`src/timing_pkg.sv`:
```
/*
  constants for the standard-instruction timing lookup: operation codes,
  operand sizes, destination forms, loop outcomes, addressing modes.
  assumes nothing of its surroundings.
*/
package timing_pkg;

  typedef enum logic [3:0] {
    sum_op = 4'h0,
    difference_op = 4'h1,
    and_op = 4'h2,
    or_op = 4'h3,
    bitwise_parity_op = 4'h4,
    compare_op = 4'h5,
    signed_divide_op = 4'h6,
    unsigned_divide_op = 4'h7,
    multiply_op = 4'h8
  } op_t;

  typedef enum logic [1:0] {
    size_byte = 2'h0,
    size_word = 2'h1,
    size_long = 2'h2
  } size_t;

  // destination form: into pointer_register, into value_register, into memory
  typedef enum logic [1:0] {
    dst_pointer = 2'h0,
    dst_value = 2'h1,
    dst_memory = 2'h2
  } dest_t;

  typedef enum logic [1:0] {
    loop_none = 2'h0,
    loop_continued = 2'h1,
    loop_cond_end = 2'h2,
    loop_expired = 2'h3
  } loop_t;

  // computed_operand_location mode
  typedef enum logic [2:0] {
    mode_value_direct = 3'h0,
    mode_pointer_direct = 3'h1,
    mode_indirect = 3'h2,
    mode_postinc = 3'h3,
    mode_predec = 3'h4,
    mode_other = 3'h5
  } mode_t;

  localparam int CLK_W = 8;
  localparam int BUS_W = 3;

  localparam logic [CLK_W-1:0] PREDEC_EXTRA_CLKS = 8'h02;
  localparam logic [CLK_W-1:0] MULTIPLY_MAX_CLKS = 8'h2a;
  localparam logic [CLK_W-1:0] MULTIPLY_REG_CLKS = 8'h28;
  localparam logic [CLK_W-1:0] SIGNED_DIVIDE_CLKS = 8'h7a;
  localparam logic [CLK_W-1:0] UNSIGNED_DIVIDE_CLKS = 8'h6c;

  // base entries, in mclk periods
  localparam logic [CLK_W-1:0] REG_SHORT_CLKS = 8'h04;
  localparam logic [CLK_W-1:0] REG_LONG_CLKS = 8'h06;
  localparam logic [CLK_W-1:0] POINTER_SHORT_CLKS = 8'h08;
  localparam logic [CLK_W-1:0] POINTER_FAST_CLKS = 8'h06;
  localparam logic [CLK_W-1:0] MEM_SHORT_CLKS = 8'h08;
  localparam logic [CLK_W-1:0] MEM_LONG_CLKS = 8'h0c;
  localparam logic [CLK_W-1:0] LOOP_SHORT_CLKS = 8'h10;
  localparam logic [CLK_W-1:0] LOOP_POINTER_SHORT_CLKS = 8'h12;
  localparam logic [CLK_W-1:0] LOOP_LONG_CLKS = 8'h16;
  localparam logic [CLK_W-1:0] LOOP_MEM_LONG_CLKS = 8'h18;
  localparam logic [CLK_W-1:0] LOOP_DIFF_LONG_CLKS = 8'h14;
  localparam logic [CLK_W-1:0] LOOP_CMP_SHORT_CLKS = 8'h0c;
  localparam logic [CLK_W-1:0] LOOP_CMP_LONG_CLKS = 8'h12;
  localparam logic [CLK_W-1:0] COND_END_EXTRA_CLKS = 8'h06;
  localparam logic [CLK_W-1:0] EXPIRED_EXTRA_CLKS = 8'h04;
  localparam logic [CLK_W-1:0] CMP_LONG_EXPIRED_EXTRA_CLKS = 8'h02;

endpackage : timing_pkg

```
`src/entry_adder.sv`:
```
/*
  adds the separate operand-location cost to a table entry, component by
  component. assumes both inputs are valid in the same cycle.
*/
`timescale 1ns/1ps
module entry_adder
  import timing_pkg::*;
(
  // table entry
  input wire logic [CLK_W-1:0] base_clks,
  input wire logic [BUS_W-1:0] base_reads,
  input wire logic [BUS_W-1:0] base_writes,
  input wire logic add_ea,
  // operand-location cost
  input wire logic [CLK_W-1:0] ea_clks,
  input wire logic [BUS_W-1:0] ea_reads,
  input wire logic [BUS_W-1:0] ea_writes,
  // totals
  output logic [CLK_W-1:0] sum_clks,
  output logic [BUS_W-1:0] sum_reads,
  output logic [BUS_W-1:0] sum_writes
);

  always_comb begin
    sum_clks = base_clks;
    sum_reads = base_reads;
    sum_writes = base_writes;
    if (add_ea) begin
      sum_clks = CLK_W'(base_clks + ea_clks);
      sum_reads = BUS_W'(base_reads + ea_reads);
      sum_writes = BUS_W'(base_writes + ea_writes);
    end
  end

endmodule : entry_adder

```
`src/std_instr_cycle_timing.sv`:
```
/*
  standard two-operand instruction timing: looks up clocks, reads and writes
  for one request and then holds a busy window of that many mclk cycles.
  assumes a single 20 MHz mclk and zero-wait bus cycles.
*/
`timescale 1ns/1ps
// What this block does
// - counts cover operation, write-back, next fetch
// - answer is clocks, reads and writes
// - plus entries add location cost componentwise
// - divides 122/108, multiply at most 42
// - register 4 or 6, memory 8 or 12 clocks
// - loop sum 16, 22, 20 clocks
// - predecrement adds two clocks in loop
// - loop accepts only indirect, postinc, predec
// - parity into register needs register source
// - pointer destination forbids byte size
// - immediate counts include operand word fetches
module std_instr_cycle_timing
  import timing_pkg::*;
(
  // clock and reset
  input wire logic mclk,
  input wire logic reset,
  // request
  input wire logic req_valid,
  input wire op_t req_op,
  input wire size_t req_size,
  input wire dest_t req_dest,
  input wire loop_t req_loop,
  input wire mode_t req_mode,
  input wire logic [CLK_W-1:0] ea_clks,
  input wire logic [BUS_W-1:0] ea_reads,
  input wire logic [BUS_W-1:0] ea_writes,
  // answer
  output logic req_ready,
  output logic res_valid,
  output logic res_illegal,
  output logic [CLK_W-1:0] res_clks,
  output logic [BUS_W-1:0] res_reads,
  output logic [BUS_W-1:0] res_writes,
  output logic busy
);

  ////////////////////////////////////////////////////////////////////////////
  // table lookup

  logic [CLK_W-1:0] tb_clks;
  logic [BUS_W-1:0] tb_reads;
  logic [BUS_W-1:0] tb_writes;
  logic tb_add_ea;
  logic tb_illegal;
  logic lng;
  logic loop_ea_ok;

  // counts for one request; every entry already covers execution, write-back and next fetch
  always_comb begin
    lng = (req_size == size_long);
    tb_clks = 8'h00;
    tb_reads = 3'h1;
    tb_writes = 3'h0;
    tb_add_ea = 1'b1;
    if (req_loop == loop_none) begin
      unique case (req_op)
        signed_divide_op: tb_clks = SIGNED_DIVIDE_CLKS;
        unsigned_divide_op: tb_clks = UNSIGNED_DIVIDE_CLKS;
        multiply_op: begin
          // register source has no location cost, so it has its own maximum
          if (req_mode == mode_value_direct) begin
            tb_clks = MULTIPLY_REG_CLKS;
            tb_add_ea = 1'b0;
          end else begin
            tb_clks = MULTIPLY_MAX_CLKS;
          end
        end
        default: begin
          unique case (req_dest)
            dst_pointer: begin
              if (req_op == compare_op || lng) tb_clks = POINTER_FAST_CLKS;
              else tb_clks = POINTER_SHORT_CLKS;
            end
            dst_value: tb_clks = lng ? REG_LONG_CLKS : REG_SHORT_CLKS;
            default: begin
              tb_clks = lng ? MEM_LONG_CLKS : MEM_SHORT_CLKS;
              tb_writes = lng ? 3'h2 : 3'h1;
            end
          endcase
          // a register-only source carries no location cost
          if (req_op == bitwise_parity_op && req_dest == dst_value) tb_add_ea = 1'b0;
        end
      endcase
    end else begin
      // loop entries already hold the operand access, so no location cost
      tb_add_ea = 1'b0;
      tb_reads = lng ? 3'h2 : 3'h1;
      if (req_loop != loop_continued) tb_reads = BUS_W'(tb_reads + 3'h2);
      if (req_dest == dst_memory) tb_writes = lng ? 3'h2 : 3'h1;
      if (req_op == compare_op) begin
        tb_clks = lng ? LOOP_CMP_LONG_CLKS : LOOP_CMP_SHORT_CLKS;
      end else if (lng) begin
        if (req_dest == dst_memory) begin
          tb_clks = LOOP_MEM_LONG_CLKS;
        end else if (req_op == difference_op && req_dest == dst_value) begin
          tb_clks = LOOP_DIFF_LONG_CLKS;
        end else begin
          tb_clks = LOOP_LONG_CLKS;
        end
      end else if (req_dest == dst_pointer) begin
        tb_clks = LOOP_POINTER_SHORT_CLKS;
      end else begin
        tb_clks = LOOP_SHORT_CLKS;
      end
      unique case (req_loop)
        loop_cond_end: tb_clks = CLK_W'(tb_clks + COND_END_EXTRA_CLKS);
        loop_expired: begin
          if (req_op == compare_op && lng) tb_clks = CLK_W'(tb_clks + CMP_LONG_EXPIRED_EXTRA_CLKS);
          else tb_clks = CLK_W'(tb_clks + EXPIRED_EXTRA_CLKS);
        end
        default: tb_clks = tb_clks;
      endcase
      if (req_mode == mode_predec) tb_clks = CLK_W'(tb_clks + PREDEC_EXTRA_CLKS);
    end
  end

  // requests with no entry come back flagged, with no counts and no busy window
  always_comb begin
    tb_illegal = 1'b0;
    loop_ea_ok = (req_mode == mode_indirect || req_mode == mode_postinc || req_mode == mode_predec);
    if (req_loop != loop_none) begin
      if (!loop_ea_ok) begin
        tb_illegal = 1'b1;
      end
      // divide and multiply have no loop-mode entry
      if (req_op >= signed_divide_op) begin
        tb_illegal = 1'b1;
      end
    end
    // checked in and out of loop mode alike
    if (req_op == bitwise_parity_op && req_dest == dst_value && req_mode != mode_value_direct) begin
      tb_illegal = 1'b1;
    end
    if (req_dest == dst_pointer) begin
      if (req_size == size_byte) begin
        tb_illegal = 1'b1;
      end
      if (!(req_op == sum_op || req_op == difference_op || req_op == compare_op)) begin
        tb_illegal = 1'b1;
      end
    end
  end

  logic [CLK_W-1:0] tot_clks;
  logic [BUS_W-1:0] tot_reads;
  logic [BUS_W-1:0] tot_writes;

  // an immediate source brings its operand-word fetches in through the location cost
  entry_adder u_add (
    .base_clks(tb_clks),
    .base_reads(tb_reads),
    .base_writes(tb_writes),
    .add_ea(tb_add_ea),
    .ea_clks(ea_clks),
    .ea_reads(ea_reads),
    .ea_writes(ea_writes),
    .sum_clks(tot_clks),
    .sum_reads(tot_reads),
    .sum_writes(tot_writes)
  );

  ////////////////////////////////////////////////////////////////////////////
  // answer registers and busy window

  logic res_valid_r, res_valid_nxt;
  logic res_illegal_r, res_illegal_nxt;
  logic [CLK_W-1:0] res_clks_r, res_clks_nxt;
  logic [BUS_W-1:0] res_reads_r, res_reads_nxt;
  logic [BUS_W-1:0] res_writes_r, res_writes_nxt;
  logic [CLK_W-1:0] left_r, left_nxt;

  // ready only once the previous window has fully counted down
  assign req_ready = (left_r == 8'h00);

  always_comb begin
    res_valid_nxt = 1'b0;
    res_illegal_nxt = res_illegal_r;
    res_clks_nxt = res_clks_r;
    res_reads_nxt = res_reads_r;
    res_writes_nxt = res_writes_r;
    left_nxt = (left_r != 8'h00) ? CLK_W'(left_r - 8'h01) : left_r;
    if (req_valid && req_ready) begin
      res_valid_nxt = 1'b1;
      res_illegal_nxt = tb_illegal;
      res_clks_nxt = tb_illegal ? 8'h00 : tot_clks;
      res_reads_nxt = tb_illegal ? 3'h0 : tot_reads;
      res_writes_nxt = tb_illegal ? 3'h0 : tot_writes;
      // an illegal request opens no window, so the next may follow at once
      left_nxt = tb_illegal ? 8'h00 : tot_clks;
    end
  end

  always_ff @(posedge mclk) begin
    if (reset) begin
      res_valid_r <= 1'b0;
      res_illegal_r <= 1'b0;
      res_clks_r <= 8'h00;
      res_reads_r <= 3'h0;
      res_writes_r <= 3'h0;
      left_r <= 8'h00;
    end else begin
      res_valid_r <= res_valid_nxt;
      res_illegal_r <= res_illegal_nxt;
      res_clks_r <= res_clks_nxt;
      res_reads_r <= res_reads_nxt;
      res_writes_r <= res_writes_nxt;
      left_r <= left_nxt;
    end
  end

  assign res_valid = res_valid_r;
  assign res_illegal = res_illegal_r;
  assign res_clks = res_clks_r;
  assign res_reads = res_reads_r;
  assign res_writes = res_writes_r;
  assign busy = (left_r != 8'h00);

endmodule : std_instr_cycle_timing

```
`config.mk`:
```
export PLATFORM = sky130hd
export DESIGN_NAME = std_instr_cycle_timing
export DESIGN_NICKNAME = d
export VERILOG_FILES = /design/src/timing_pkg.sv /design/src/entry_adder.sv /design/src/std_instr_cycle_timing.sv
export SDC_FILE = /design/constraint.sdc
export NUM_CORES = 1
export LEC_CHECK = 0
export BUFFER_PORTS_ARGS = -buffer_cell sky130_fd_sc_hd__buf_2
export CAP_MARGIN = 10
export CORE_MARGIN = 8
export CORE_UTILIZATION = 55
export CTS_CLUSTER_SIZE = 25
export DETAILED_ROUTE_END_ITERATION = 16
export GPL_TIMING_DRIVEN = 0
export PLACE_DENSITY = 0.8
export REMOVE_ABC_BUFFERS = 1
export SYNTH_ARGS = -nofsm -noshare
export SYNTH_HDL_FRONTEND = slang
export SYNTH_HIERARCHICAL = 1
export SYNTH_SLANG_ARGS = --single-unit
```
`constraint.sdc`:
```
create_clock -name mclk -period 6.91 [get_ports mclk]
set_clock_uncertainty 0.05 [all_clocks]
set_input_delay 2.073 -clock mclk [delete_from_list [all_inputs] [get_ports mclk]]
set_output_delay 2.073 -clock mclk [all_outputs]
set_load 0.05 [all_outputs]
```
After elaboration in Yosys (flattened, before gate mapping)
Index checks and enable logic that the tools add are counted.

Add/sub/neg operators: 9. $lt $le $gt $ge: 1. Equality and inequality tests: 15. Multiplexer cells: 45. Reduce and logical (&&, ||, !) cells: 23.

Operator list (count): 2-to-1 mux 8 bit (11); one-hot mux 8 bit (2 select lines) (2); 2-to-1 mux 3 bit (8); one-hot mux 8 bit (3 select lines) (1); adder 8 x 2 -> 8 bit, second input constant (2); adder 8 x 3 -> 8 bit, second input constant (2); == test 4 x 3 -> 1 bit, second input constant (4); 2-to-1 mux 2 bit (8); 2-to-1 mux 1 bit (11); adder 8 bit (1); == test 2 bit, second input constant (4); zero test 8 bit (1); 2-to-1 mux 4 bit (2); nonzero test 8 bit (1); subtractor 8 x 1 -> 8 bit, second input constant (1); adder 3 bit (2); == test 3 x 2 -> 1 bit, second input constant (2); zero test 2 bit (3); logical AND 1 bit (5); logical OR 1 bit (5); 2-to-1 mux 5 bit (1); == test 4 x 1 -> 1 bit, second input constant (1); == test 4 bit, second input constant (1); greater-or-equal comparator 4 x 3 -> 1 bit, second input constant (1); other kinds (11) (13).

Register bits after elaboration: 24. Input bits: 30. Output and inout port bits: 18. Logic and storage cells: 99.

Logic depth before layout (Yosys ltp)
Depth after elaboration: 18. Gate-level depth with buffers: 23. Gate-level depth less buffers: 21.

Hierarchy
Netlist, hierarchy kept.

Modules (own cells, without submodules): std_instr_cycle_timing (times used 1, cells an instance 223, area an instance 1624.1 um^2); entry_adder (times used 1, cells an instance 75, area an instance 614.3 um^2).

Least setup slack after synthesis
Ideal clock, no wire load.

Kind: input to register. From: in req_op[3]. To: reg res_clks_r[6], in the netlist res_clks[6]. Setup time: 0.132 ns. Arrival: 5.531 ns. Slack: 1.197 ns. Stages on the path: 21. Buffers on the path: 2. Path through: buf_2 > nand4bb_1 > clkbuf_1 > o22ai_1 > a21oi_1 > inv_1 > ha_1 > nor2_1 > a31oi_1 > mux2i_1 > ha_1 > mux2i_1 > o21ai_0 > ha_1 > nor2b_1 > o31a_2 > o21ai_1 > mux2i_1 > o221ai_1 > nand3_1 > a21oi_1.

Cells in the longest elaborated chain, start to end: 17.

RTL lines: start, declared (RTL line std_instr_cycle_timing.sv:27) `input wire op_t req_op,`; == test 4 x 1 -> 1 bit (RTL line std_instr_cycle_timing.sv:103) `end else if (req_op == difference_op && req_dest == dst_value) begin`; logical AND 1 bit (RTL line std_instr_cycle_timing.sv:103); 2-to-1 mux 2 bit (RTL line std_instr_cycle_timing.sv:103); 2-to-1 mux 4 bit (RTL line std_instr_cycle_timing.sv:101) `if (req_dest == dst_memory) begin`; 2-to-1 mux 8 bit (RTL line std_instr_cycle_timing.sv:100) `end else if (lng) begin`; 2-to-1 mux 8 bit (RTL line std_instr_cycle_timing.sv:98) `if (req_op == compare_op) begin`; 2-to-1 mux 8 bit (RTL line std_instr_cycle_timing.sv:63) `if (req_loop == loop_none) begin`; adder 8 x 3 -> 8 bit or adder 8 x 2 -> 8 bit (tied branches) (RTL line std_instr_cycle_timing.sv:117, std_instr_cycle_timing.sv:116); (+3 left out); adder 8 x 2 -> 8 bit (RTL line std_instr_cycle_timing.sv:121) `if (req_mode == mode_predec) tb_clks = CLK_W'(tb_clks + PREDEC_EXTRA_CLKS);`; 2-to-1 mux 8 bit (RTL line std_instr_cycle_timing.sv:121); 2-to-1 mux 8 bit * (RTL line std_instr_cycle_timing.sv:63); named net tb_clks[2] (RTL line std_instr_cycle_timing.sv:48) `logic [CLK_W-1:0] tb_clks;`; adder 8 bit * (RTL line entry_adder.sv:29) `sum_clks = CLK_W'(base_clks + ea_clks);`; 2-to-1 mux 8 bit * (RTL line entry_adder.sv:28) `if (add_ea) begin`; named net tot_clks[6] (RTL line std_instr_cycle_timing.sv:152) `logic [CLK_W-1:0] tot_clks;`; 2-to-1 mux 8 bit * (RTL line std_instr_cycle_timing.sv:193) `res_clks_nxt = tb_illegal ? 8'h00 : tot_clks;`; end signal, assigned (RTL line std_instr_cycle_timing.sv:212) `res_clks_r <= res_clks_nxt;`; end, declared (RTL line std_instr_cycle_timing.sv:175) `logic [CLK_W-1:0] res_clks_r, res_clks_nxt;`.

Mark *: on every way through the listed nets, which the timed path passes. The rest lies on a longest branch. The select of a mux whose other input is x is not followed. A chain may end at the register's enable or synchronous reset.

Worst setup path after layout
Same ends and word-level chain as after synthesis.

==> flow_summary.ini <==
[global_routing]
grt_pass1_wl_microns = 9430
antenna_found_initial = 0
grt_overflow = 0
track_usage = 0.177
grtUsageMet1 = 0.218
grt_pass1_vias = 2151
met2_usage = 0.308
grt_use_met3 = 0.0405
top_usage_layer = met2
grt_max_degree = 25

[detailed_routing]
avgViaCountPerCell = 5.73
antenna_violating_nets_post_route = 0
drt_iter0_markers = 152
wire_per_inst_microns = 14.1
wl_microns = 5450
drtPass1Iterations = 4
via_count = 2218
drc = 0

[hold_path]
worstHoldEndpoint = res_clks[6]
hp-start = res_clks[6]
hold_class = reg2reg
min_delay_path_depth = 2

[pwr]
sw_frac_of_total = 0.453
p_leak_nw = 1.09
power.density_nw_per_um2 = 247
p_sw_uw = 285
p_comb_frac = 0.558
ir_drop_mv = 0.178
pwr-share-seq = 0.291
p_clk_frac = 0.152
intPower_uw = 344
fin_total_pwr_uw = 629

[cells_and_area]
areaGrowthSynthToFinish_pct = 13.5
filler_cell_count = 375
drive_gt1_frac = 0.220
multi_input_area_sq_um = 1640
ff_latch_area_sq_um = 480
final_nets = 385
diodes = 0

[yosys]
ys_types = 62
netlist.area_leader.share = 0.215
synthTopCellsByArea = dfxtp_1 (21%), ha_1 (7.8%), nand2_1 (5.9%), a21oi_1 (4.9%), nor2_1 (4.5%)
avgSynthCellArea_sq_um = 7.51
syn-cell-area_sq_um = 2240
synth_edf_count = 0
synth_top_family_by_area = simple AND/OR/NAND/NOR gates
synthMuxAreaShare = 0.0593
synthXorXnorAreaFrac = 0.0470
synth_compound_area_frac = 0.223
yosysSeqAreaShare = 0.215
yosysTopAreaCell = dfxtp_1
synthAdderAreaFrac = 0.105
ys_ff_latch = 24
netlist_instances = 298
ys_warn_count = 6
synthSimpleGateAreaFrac = 0.288
async_reset_ff_frac = 0
ys.flop_type = dfxtp_1

[timing]
period_share = 0.847
worst_slew_pin_slew_ns = 0.642
fmax_mhz = 171
rsz0062_at_grt = no
setup_violations = 0
drv_slew = 0
min_period_ns = 5.85
relSlewSlack = 0.569
final.setup.tns_ns = 0
hold_violations = 0

[clock_network]
cts.repair.resized = 0
cts_root_buffer = clkbuf_8
cts_buffer_depth = 2
cts_setup_buffers = 0
htreeDepth = 1
numCtsBuffers = 3
cts_tree = yes
ctsHoldBuffers = 0
clk_latency_ns = 0.27
clk_transition_reported_paths_ns = 0.08
numClockSinks = 24

[setup_path]
rr_endpoint = left_r[3]
r2r_slack_ns = 4.15
critical_path_arrival_ns = 5.95
reg2reg_from = left_r[0]
cp_cell_sequence = buf_2, nand4bb_1, a21oi_1, inv_1, ha_1, nor2_1, a31oi_1, mux2i_1, ha_1, mux2i_1, o21ai_0, ha_1, nor2b_1, o31a_2, o21ai_1, mux2i_1, o221ai_1, nand3_1, a21oi_1
end_kind = register
required_ns = 7.01
startpoint = req_op[3]
reg2regPathDepth = 9
crit_slowest_cell = a21oi_1
cp-start-kind = input port
path_class = in2reg
cp_slowest_stage_delay_ns = 0.50
cp_max_fo = 10

[floorplan]
ioPinCount = 48
dieArea_sq_um = 6370
core_region_area_sq_um = 3970
start_util = 0.564
rows = 23
die_h_microns = 79.8
fp.dieW_microns = 79.8

[outcome]
status = complete, no violations

[placement]
hpwl_microns = 4240
place_congestion = 0.896
port_buffers = 47

[run]
cap_viol_max_count = 0
## synth_stat cells, types with 4 or more instances
master and instances:
xnor2_1 6, a22oi_1 4, inv_1 12, nand2_1 35, nand2b_1 4, nor2_1 27
a31oi_1 8, dfxtp_1 24, mux2_2 6, mux2i_1 5, a21oi_1 22, nand3_1 17
ha_1 14, nor3_1 12, clkbuf_1 7, a21o_1 4, o21ai_0 10, xor2_1 6
and2_1 4, buf_2 9
## power groups by stage
stage                     clock network, mW  logic [mW]  registers [mW]
after global routing                  0.103       0.388           0.187
after detailed placement                  0       0.350           0.186
after CTS                            0.0972       0.352           0.183
after global placement                    0       0.341           0.185
after floorplan                           0       0.248           0.207
final                                0.0955       0.350           0.183
## metrics by stage
| step | hold slack, ns | instance area, sq um | setup slack (ns) | utilization | instances |
|---|---|---|---|---|---|
| 2_1_floorplan | 0.434 | 2160 | 1.36 | - | 283 |
| 3_3_place_gp | 0.387 | 2460 | 0.785 | 0.620 | 380 |
| 3_5_place_dp | 0.393 | 2480 | 0.785 | 0.626 | 383 |
| 4_1_cts | 0.403 | 2540 | 1.06 | 0.640 | 387 |
| 5_1_grt | 0.424 | 2540 | 0.668 | 0.640 | 387 |
| 6_report | 0.402 | 2540 | 1.06 | 0.640 | 387 |
## placed cells by master, fill, tap and decap left out, types with 4 or more instances in the layout
master	netlist	routed
a21o_1	4	4
a21oi_1	22	22
a22oi_1	4	4
a31oi_1	8	8
and2_1	4	4
buf_2	9	49
clkbuf_8	0	4
conb_1	1	5
dfxtp_1	24	24
ha_1	14	14
inv_1	12	12
mux2_2	6	6
mux2i_1	5	5
nand2_1	35	35
nand2b_1	4	4
nand3_1	17	17
nor2_1	27	27
nor3_1	12	12
o21ai_0	10	10
xnor2_1	6	6
xor2_1	6	6
## worst max path at each step
stage                        endpoint  slack (ns)  cells past startpoint
after floorplan           res_clks[6]        1.36                     19
after global placement    res_clks[6]        0.78                     20
after detailed placement  res_clks[7]        0.78                     20
after CTS                 res_clks[7]        1.06                     20
after global routing      res_clks[7]        0.67                     20
final                     res_clks[6]        1.06                     19
## critical path: cells and delay by family
| family | cells | cell delay [ns] |
|---|---|---|
| AO/OA/AOI/OAI | 7 | 1.35 |
| adder cells (fa/ha/maj) | 3 | 0.93 |
| AND/OR/NAND/NOR | 4 | 0.76 |
| multiplexers | 3 | 0.57 |
| buffers and inverters | 2 | 0.24 |
## routing by layer
metal	routed length [microns]	up-vias
met5	0	-
met4	49	0
met3	378	6
met2	2560	77
met1	2470	991
li1	-	1144
## state kept, by name, indices dropped and copies added (netlist names)
| signal | cells |
|---|---|
| res_clks | 8 |
| left_r | 8 |
| res_reads | 3 |
| res_valid | 1 |
| res_writes | 3 |
| res_illegal | 1 |
## logic make-up (layout without fill, tap and decap cells)
family	count (synthesis)	after routing
other	1	5
adders and majority gates	17	17
muxes	12	12
and+or+nand+nor	125	125
DFF	24	24
xor gates and xnor gates	12	12
AOI/OAI and AO/OA	75	75
buffers and inverters	32	67
## area by class of cell
cell class,instances,share of cell area
clock buffers,4,0.0217
inverters,13,0.0192
multi-input cells,246,0.646
flip-flops and latches,24,0.189
well taps,50,0.0246
repair buffers,50,0.0995
No activity file was read; power rests on OpenSTA's default activity.
